## config.mk

```make
export PLATFORM = sky130hd
export DESIGN_NAME = dma_control_request_regs
export DESIGN_NICKNAME = d
export VERILOG_FILES = /design/src/logic/chan_bit.v /design/src/logic/dma_control_request_regs.v
export VERILOG_INCLUDE_DIRS = /design/src /design/src/include
export SDC_FILE = /design/constraint.sdc
export NUM_CORES = 1
export LEC_CHECK = 0
export CELL_PAD_IN_SITES_DETAIL_PLACEMENT = 0
export CELL_PAD_IN_SITES_GLOBAL_PLACEMENT = 1
export CORE_MARGIN = 1.5
export CORE_UTILIZATION = 48
export CTS_CLUSTER_DIAMETER = 200
export DETAILED_ROUTE_END_ITERATION = 12
export DONT_BUFFER_PORTS = 1
export PLACE_DENSITY = 0.77
export SLEW_MARGIN = 20
export SYNTH_ARGS = -nofsm -noshare
export SYNTH_HDL_FRONTEND = slang
export SYNTH_SLANG_ARGS = --single-unit
```

## constraint.sdc

```tcl
create_clock -name clk_sys -period 1.1 [get_ports clk_sys]
set_input_delay 0.055 -clock clk_sys [delete_from_list [all_inputs] [get_ports clk_sys]]
set_output_delay 0.055 -clock clk_sys [all_outputs]
set_load 0.05 [all_outputs]
```

## src/include/dma_ctrl_defs.vh

```
// Register offsets, field positions, reset values and widths of the DMA control slice.
`ifndef DMA_CTRL_DEFS_VH
`define DMA_CTRL_DEFS_VH
`define OFF_CONTROLLER_STATUS       32'h40010000
`define OFF_CONTROLLER_CONFIG       32'h40010004
`define OFF_PRIMARY_STRUCT_BASE     32'h40010008
`define OFF_ALTERNATE_STRUCT_BASE   32'h4001000C
`define OFF_SOFTWARE_REQUEST        32'h40010014
`define OFF_REQUEST_MASK_SET        32'h40010020
`define OFF_REQUEST_MASK_CLEAR      32'h40010024
`define POS_CONTROLLER_ON           0
`define RST_CONTROLLER_CONFIG       1'b0
`define RST_PRIMARY_STRUCT_BASE     32'h00000000
`define RST_ALTERNATE_STRUCT_BASE   32'h00000100
`define RST_SOFTWARE_REQUEST        14'h0000
`define RST_REQUEST_MASK            14'h0000
`define CHANNEL_FIELD_WIDTH         14
`define CHANNEL_COUNT_DEFAULT       14
`define STRUCT_STRIDE_LOG2          5
`endif

```

## src/logic/chan_bit.v

```verilog
// One channel's software request and request mask bits.
`timescale 1ns/1ns
module chan_bit
(
  input  wire clk_sys,
  input  wire rstn,
  input  wire swreq_set,
  input  wire swreq_done,
  input  wire mask_set,
  input  wire mask_clear,
  output reg  swreq,
  output reg  mask
);

  // Software request: a new write wins over a completion in the same cycle.
  always @(posedge clk_sys or negedge rstn)
  begin
    if (!rstn)
      swreq <= 1'b0;
    else if (swreq_set)
      swreq <= 1'b1;
    else if (swreq_done)
      swreq <= 1'b0;
  end

  // Mask: setting wins if the set and clear strobes are both high in one cycle.
  always @(posedge clk_sys or negedge rstn)
  begin
    if (!rstn)
      mask <= 1'b0;
    else if (mask_set)
      mask <= 1'b1;
    else if (mask_clear)
      mask <= 1'b0;
  end

endmodule

```

## src/logic/dma_control_request_regs.v

```verilog
// Control slice of a multi-channel DMA controller: enable, base pointers, requests, masks.
//
// Contract
// - Bit 0 of controller_config enables the controller; writing 0 disables it.
// - Base pointers read as zero while the controller is held in reset.
// - alternate_struct_base is read-only, hardware-derived, reset 0x00000100.
// - Writing 1 to software_request bit C raises a request on channel C.
// - Writing 0 to a software_request bit creates no request.
// - Hardware clears each software request bit once its request completes.
// - Writing 1 to request_mask_set bit C masks channel C peripheral requests.
// - Writing 0 to request_mask_set leaves the mask unchanged.
// - Reading request_mask_set returns 1 for masked channels, 0 otherwise.
// - Writing 1 to request_mask_clear bit C unmasks channel C; 0 does nothing.
// - controller_status bit 0 reflects the controller enable.
`timescale 1ns/1ns
`include "dma_ctrl_defs.vh"
module dma_control_request_regs
#(
  parameter CHANNELS = `CHANNEL_COUNT_DEFAULT
)
(
  input  wire                            clk_sys,
  input  wire                            rstn,
  input  wire [31:0]                     reg_addr,
  input  wire [31:0]                     reg_wdata,
  input  wire                            reg_write,
  input  wire                            reg_read,
  output reg  [31:0]                     reg_rdata,
  input  wire                            ctrl_in_reset,
  input  wire [CHANNELS-1:0]             swreq_done,
  input  wire [CHANNELS-1:0]             periph_req,
  output reg                             controller_on,
  output reg  [31:0]                     primary_base_field,
  output reg  [31:0]                     alternate_base_field,
  output reg  [CHANNELS-1:0]             software_request_bits,
  output reg  [CHANNELS-1:0]             mask_set_bits,
  output reg  [CHANNELS-1:0]             periph_req_gated
);

  // Size of one half of the control structure table: 2^(5 + ceil(log2 channels)) bytes.
  function integer clog2_f;
    input integer v;
    integer i;
    begin
      clog2_f = 0;
      for (i = 1; i < v; i = i * 2)
        clog2_f = clog2_f + 1;
    end
  endfunction
  localparam LOW_BITS = `STRUCT_STRIDE_LOG2 + clog2_f(CHANNELS);

  wire                wr_cfg  = reg_write && (reg_addr == `OFF_CONTROLLER_CONFIG);
  wire                wr_pri  = reg_write && (reg_addr == `OFF_PRIMARY_STRUCT_BASE);
  wire                wr_sw   = reg_write && (reg_addr == `OFF_SOFTWARE_REQUEST);
  wire                wr_mset = reg_write && (reg_addr == `OFF_REQUEST_MASK_SET);
  wire                wr_mclr = reg_write && (reg_addr == `OFF_REQUEST_MASK_CLEAR);
  wire [CHANNELS-1:0] sw_bits;
  wire [CHANNELS-1:0] mask_bits;
  wire [31:0]         next_alt;
  reg  [31:0]         next_rdata;

  // Only the implemented channels take write data; upper bits are dropped.
  genvar c;
  generate
    for (c = 0; c < CHANNELS; c = c + 1)
    begin : g_chan
      chan_bit u_chan
      (
        .clk_sys    (clk_sys),
        .rstn       (rstn),
        .swreq_set  (wr_sw && reg_wdata[c]),
        .swreq_done (swreq_done[c]),
        .mask_set   (wr_mset && reg_wdata[c]),
        .mask_clear (wr_mclr && reg_wdata[c]),
        .swreq      (sw_bits[c]),
        .mask       (mask_bits[c])
      );
    end
  endgenerate

  // Alternate table sits right after the primary one; software never computes it.
  assign next_alt = reg_wdata + (32'h00000001 << LOW_BITS);

  // Controller enable, primary pointer and mirrored outputs.
  always @(posedge clk_sys or negedge rstn)
  begin
    if (!rstn)
    begin
      controller_on         <= `RST_CONTROLLER_CONFIG;
      primary_base_field    <= `RST_PRIMARY_STRUCT_BASE;
      alternate_base_field  <= `RST_ALTERNATE_STRUCT_BASE;
      software_request_bits <= {CHANNELS{1'b0}};
      mask_set_bits         <= {CHANNELS{1'b0}};
      periph_req_gated      <= {CHANNELS{1'b0}};
    end
    else
    begin
      if (wr_cfg)
        controller_on <= reg_wdata[`POS_CONTROLLER_ON];
      // Low bits are stored as written; software must keep them zero.
      if (wr_pri)
        primary_base_field <= reg_wdata;
      // Only a pointer write moves it, so the reset value stays until software sets a base.
      if (wr_pri)
        alternate_base_field <= next_alt;
      software_request_bits <= sw_bits;
      mask_set_bits         <= mask_bits;
      // Masked channels' peripheral requests never reach the engine.
      periph_req_gated      <= periph_req & ~mask_bits;
    end
  end

  // Read mux; write-only and unmapped addresses read as zero.
  always @*
  begin
    next_rdata = 32'h00000000;
    case (reg_addr)
      `OFF_CONTROLLER_STATUS:
        next_rdata[`POS_CONTROLLER_ON] = controller_on;
      `OFF_PRIMARY_STRUCT_BASE:
        next_rdata = ctrl_in_reset ? 32'h00000000 : primary_base_field;
      `OFF_ALTERNATE_STRUCT_BASE:
        next_rdata = ctrl_in_reset ? 32'h00000000 : alternate_base_field;
      `OFF_REQUEST_MASK_SET:
        next_rdata[CHANNELS-1:0] = mask_bits;
      default:
        next_rdata = 32'h00000000;
    endcase
  end

  // Read data stands only in the cycle after the strobe.
  always @(posedge clk_sys or negedge rstn)
  begin
    if (!rstn)
      reg_rdata <= 32'h00000000;
    else if (reg_read)
      reg_rdata <= next_rdata;
    else
      reg_rdata <= 32'h00000000;
  end

endmodule

```

After elaboration in Yosys (flattened, before gate mapping). Index checks and enable logic that the tools add are counted.

Flip-flop bits (word level): 167. Bits in latches: 0. Memory bits (writable): 0. ROM bits: 0. Memories kept: 0.

Add/subtract/negate cells: 1. $mul: 0. Divide/modulo/power cells: 0. $lt $le $gt $ge: 0. Equality and inequality tests: 7. Shift operators: 0. Multiplexer cells: 62. Bitwise operators: 2. Reduce and logical (&&, ||, !) cells: 75.

Operators with widths (number): 32-bit by 31-bit == test with 1-bit output (second input constant) (7); 32-bit 2-to-1 mux (3); 1-bit 2-to-1 mux (56); 2-bit nonzero test (28); 1-bit logical AND (47); 13-bit case mux with 3 select lines (1); 18-bit case mux with 2 select lines (1); 32-bit by 10-bit adder with 32-bit output (second input constant) (1); 14-bit AND (1); 14-bit NOT (1); 1-bit case mux with 4 select lines (1).

Logic depth before layout (Yosys ltp).
Word-level depth: 5. Gate-level depth with buffers: 9. Mapped depth without buffers: 6.

Modules after synthesis. From an unflattened synthesis, not the netlist that was laid out.

Cell total of the unflattened synthesis: 542. Area, all modules: 6597.6 um2.

Modules (own cells, without submodules): dma_control_request_regs (instances 1, cells an instance 458, area each 5581.6 um2, sequential area each 3279.4 um2); chan_bit (instances 14, cells an instance 6, area each 72.6 um2, sequential area each 50.0 um2).

Worst setup path before layout. No wires, ideal clock.

Path type: input port to flip-flop. Start: in reg_addr[20]. End: reg primary_base_field[10]. Setup time: 125 ps. Data arrival time: 1606 ps. Path slack: -631 ps. Stages: 6. Path buffers: 2. Cells stage by stage: nor4_1 nand4_1 or4_1 buf_2 buf_6 mux2_4.

Word-level cells in the longest chain between the ends: 2.

RTL lines: from (decl) (line dma_control_request_regs.v:24) `input wire [31:0] reg_addr,`; 32-bit by 31-bit == test with 1-bit output; 1-bit logical AND (line dma_control_request_regs.v:53) `` wire wr_pri = reg_write && (reg_addr == `OFF_PRIMARY_STRUCT_BASE); ``; to (signal assigned) (line dma_control_request_regs.v:90) `` primary_base_field <= `RST_PRIMARY_STRUCT_BASE; ``; to (signal assigned) (line dma_control_request_regs.v:102) `primary_base_field <= reg_wdata;`; to (decl) (line dma_control_request_regs.v:33) `output reg [31:0] primary_base_field,`.

Every way passes these cells. A chain may end at the register's enable or synchronous reset.

Worst setup path after layout.
Start: in reg_addr[12]. End: reg primary_base_field[15].

Same word-level chain as after synthesis.

==> impl_results.md <==
* Yosys warnings at 0
* Synth Register Bits at around 160
* 1st-pass router iterations at 4
* GR Overflow Total at 0
* Final HPWL from detailed placement at ~10000 um
* Synth cell count leaders: dfrtp_1 (158), nand2_1 (62), nor2_1 (40)
* Hold_ws at -671 ps
* # diodes at 0
* R2R Path End: reg_rdata[8]
* Crit path capture type: flip-flop
* Reg2reg path depth at 4
* Leakage at about 4.1 nW
* Pwr Density at between 1000 and 1500 nW/um^2
* Fraction of layout cells with a size suffix above 1 at 0.420
* Cell variety after synth at 34
* CTS H-tree depth at 4
* PortBufs at 0
* Sequential Power Share at 0.492
* Largest net degree at the start of global routing at 160
* Area grow syn2layout at 43.3%
* Most common cell in the netlist: dfrtp_1
* CP Class: primary input to flip-flop
* Die area at around 14000 um^2
* Switching pwr at 2.64 mW
* EDFF count, synth at 0
* CTS Hold Buffers Added at between 60 and 70
* Switching share of power at 0.217
* Skew-Pair Late Insertion Delay at approximately 420 ps
* Vias at between 4000 and 5000
* Clk slew on worst S/H paths at about 60 ps
* Num Clock Sinks at approximately 160
* Crit path time final at between 1000 and 1500 ps
* Max Clk Rate at between 700 and 800 MHz
* DRC Markers at 0
* Min-Delay Path Class: primary input to async pin
* CTS buffer count at 17
* Internal power at approximately 9.5 mW
* Met3 Use GR at 0.0748
* Synthesized net count at 610
* Root buffer cell: clkbuf_16
* Post-DRT Antenna Nets at 0
* First-pass GRT wire length at 26900 um
* Final Hold Viols at roughly 180
* Die W at roughly 120 um
* Main synth FF type: dfrtp_1
* Initial antenna violation count at 0
* Fillcell total at 831
* WP data arrival at 1570 ps
* Failing checks: negative hold slack, negative setup slack
* Status: complete, but fails checks
* Post-synthesis async set-or-reset flop share at 1.00
* Critical R2R Launch: alternate_base_field[8]
* Least-Margin Pin Slew at 408 ps
* IO Pins at about 240
* Fin crit share at 1.15
* Worst setup margin at -167 ps
* Initial Util at 0.499
* Gp weighted congestion at about 0.8
* GR Layer Usage met1 at 0.304
* Slew Viols, Final at 0
* Crit. Startpoint: reg_addr[12]
* Clock Skews at a little over 5 ps
* Die height at between 100 and 150 um
* Crit path capture: primary_base_field[15]
* CP startpoint kind: primary input
* Core Area at roughly 13000 um^2
* Post-Syn Area at approximately 6400 um^2
* Power share of the combinational group at 0.033
* Final nets at 769
* CTS tree: built
* RSZ-0062 raised after global routing: true
* Drt wl/cell at around 20 um
* Total track usage at 0.250
* R2r setup slk at 40 ps
* Slew margin rel. at 0.727
* CTS Buffer Depth at 2
* Initial DRC Count at roughly 270
* Post-synthesis cell count at around 510
* Sequential share of the synthesized area at 0.625
* Synth Area per Inst at 12.4 um^2
* Synth area leaders: dfrtp_1 (62%), mux2_4 (7.8%), nand2_1 (3.7%)
* Met2 usage at 0.422
* Final wirelength at ~18000 um
* GR peak layer: met2
* Worst vdd ir at 0.979 mV
* Clk pwr share at 0.475
* Max_cap viols at 0
* Vias in the first global route at 5005
* Row Count at 41
* Final setup violation count at around 70
* Worst Path Required at 1400 ps
* Final TNS setup at -8390 ps
* Crit-path max FO at 13
* Total power at 12.2 mW
* Top cell type's share of synthesized area at 0.620
* Via/cell ratio at about 5.4
* Yosys top cell by area: dfrtp_1
[how the worst min path moves through the flow]
stage	startpoint	end	slack, ps	cells after the start
final	rstn	reg_rdata[15]	-670	0
after global routing	rstn	reg_rdata[21]	-690	0
after CTS	rstn	alternate_base_field[19]	-690	0
after detailed placement	rstn	reg_rdata[17]	-240	0
after global placement	rstn	reg_rdata[17]	-240	0
after floorplan	rstn	alternate_base_field[10]	-240	0
[metrics by stage]
step                      instance area, um^2  cells  setup WS, ps  utilization
final                                    9130    855          -167        0.715
after global routing                     9130    855          -218        0.715
after CTS                                8820    848          -124        0.690
after detailed placement                 7220    743          -609        0.565
after global placement                   7220    743          -563        0.565
after floorplan                          6500    512          -615            -
[cell usage in the layout (no fill, tap or decap), drive strengths merged, types with 14 or more instances in the layout]
master	synthesis	routed
nor2b	14	14
nand2	62	62
o21ai	38	38
dfrtp	158	158
nor2	40	40
clkbuf	12	22
buf	19	104
dlygate4sd3	0	64
inv	16	19
a22o	14	14
mux2i	18	18
mux2	41	41
[area by class of cell]
type	instances	area (um^2)	area share
clock inverters	12	136	0.0149
well taps	172	215	0.0236
repair buffers	171	1840	0.201
clock buffers	19	443	0.0485
inverters	16	60.1	0.00658
flip-flops and latches	159	4070	0.446
multi-input cells	306	2360	0.259
[routing by layer]
metal,share of wire,vias up
met5,0,-
met4,0.020,0
met3,0.066,27
met2,0.51,190
met1,0.41,2339
li1,-,2057
[sequential cells by signal (all words and copies together) (netlist names)]
| signal | cells |
|---|---|
| software_request_bits | 14 |
| mask_set_bits | 14 |
| primary_base_field | 32 |
| periph_req_gated | 14 |
| controller_on | 1 |
| g_chan.u_chan.mask | 14 |
| reg_rdata | 32 |
| alternate_base_field | 24 |
| g_chan.u_chan.swreq | 14 |
[power by group through the flow]
stage                     Sequential (mW)  Combinational (mW)  Clock, mW
after floorplan                      6.09               0.139          0
after global placement               6.09               0.133          0
after detailed placement             6.09               0.137          0
after CTS                            5.99               0.390       5.88
after global routing                 5.99               0.432       6.08
final                                5.99               0.401       5.79
[timing repair]
action                                  4_1_cts  5_1_grt
endpoints found under the setup margin      146      153
endpoints found under the hold margin       283      180
gates cloned                                  2        4
buffers inserted                              9        3
gates resized for setup                     119       64
pin swaps                                     2        4
[worst max-delay path, stage by stage]
cell	delay, ps
nor4b_4	260
nand2_1	100
or4_4	610
clkbuf_16	230
mux2_4	300
[cells by family after synthesis]
kind of cell / after synthesis / synth area share
xor+xnor: 21 / 0.0289
fa+ha+maj: 1 / 0.00196
compound gates: 66 / 0.0658
flops: 159 / 0.625
buf+inv: 47 / 0.0395
simple gates: 159 / 0.119
mux: 59 / 0.120
Power figures use the tool's default switching activity.
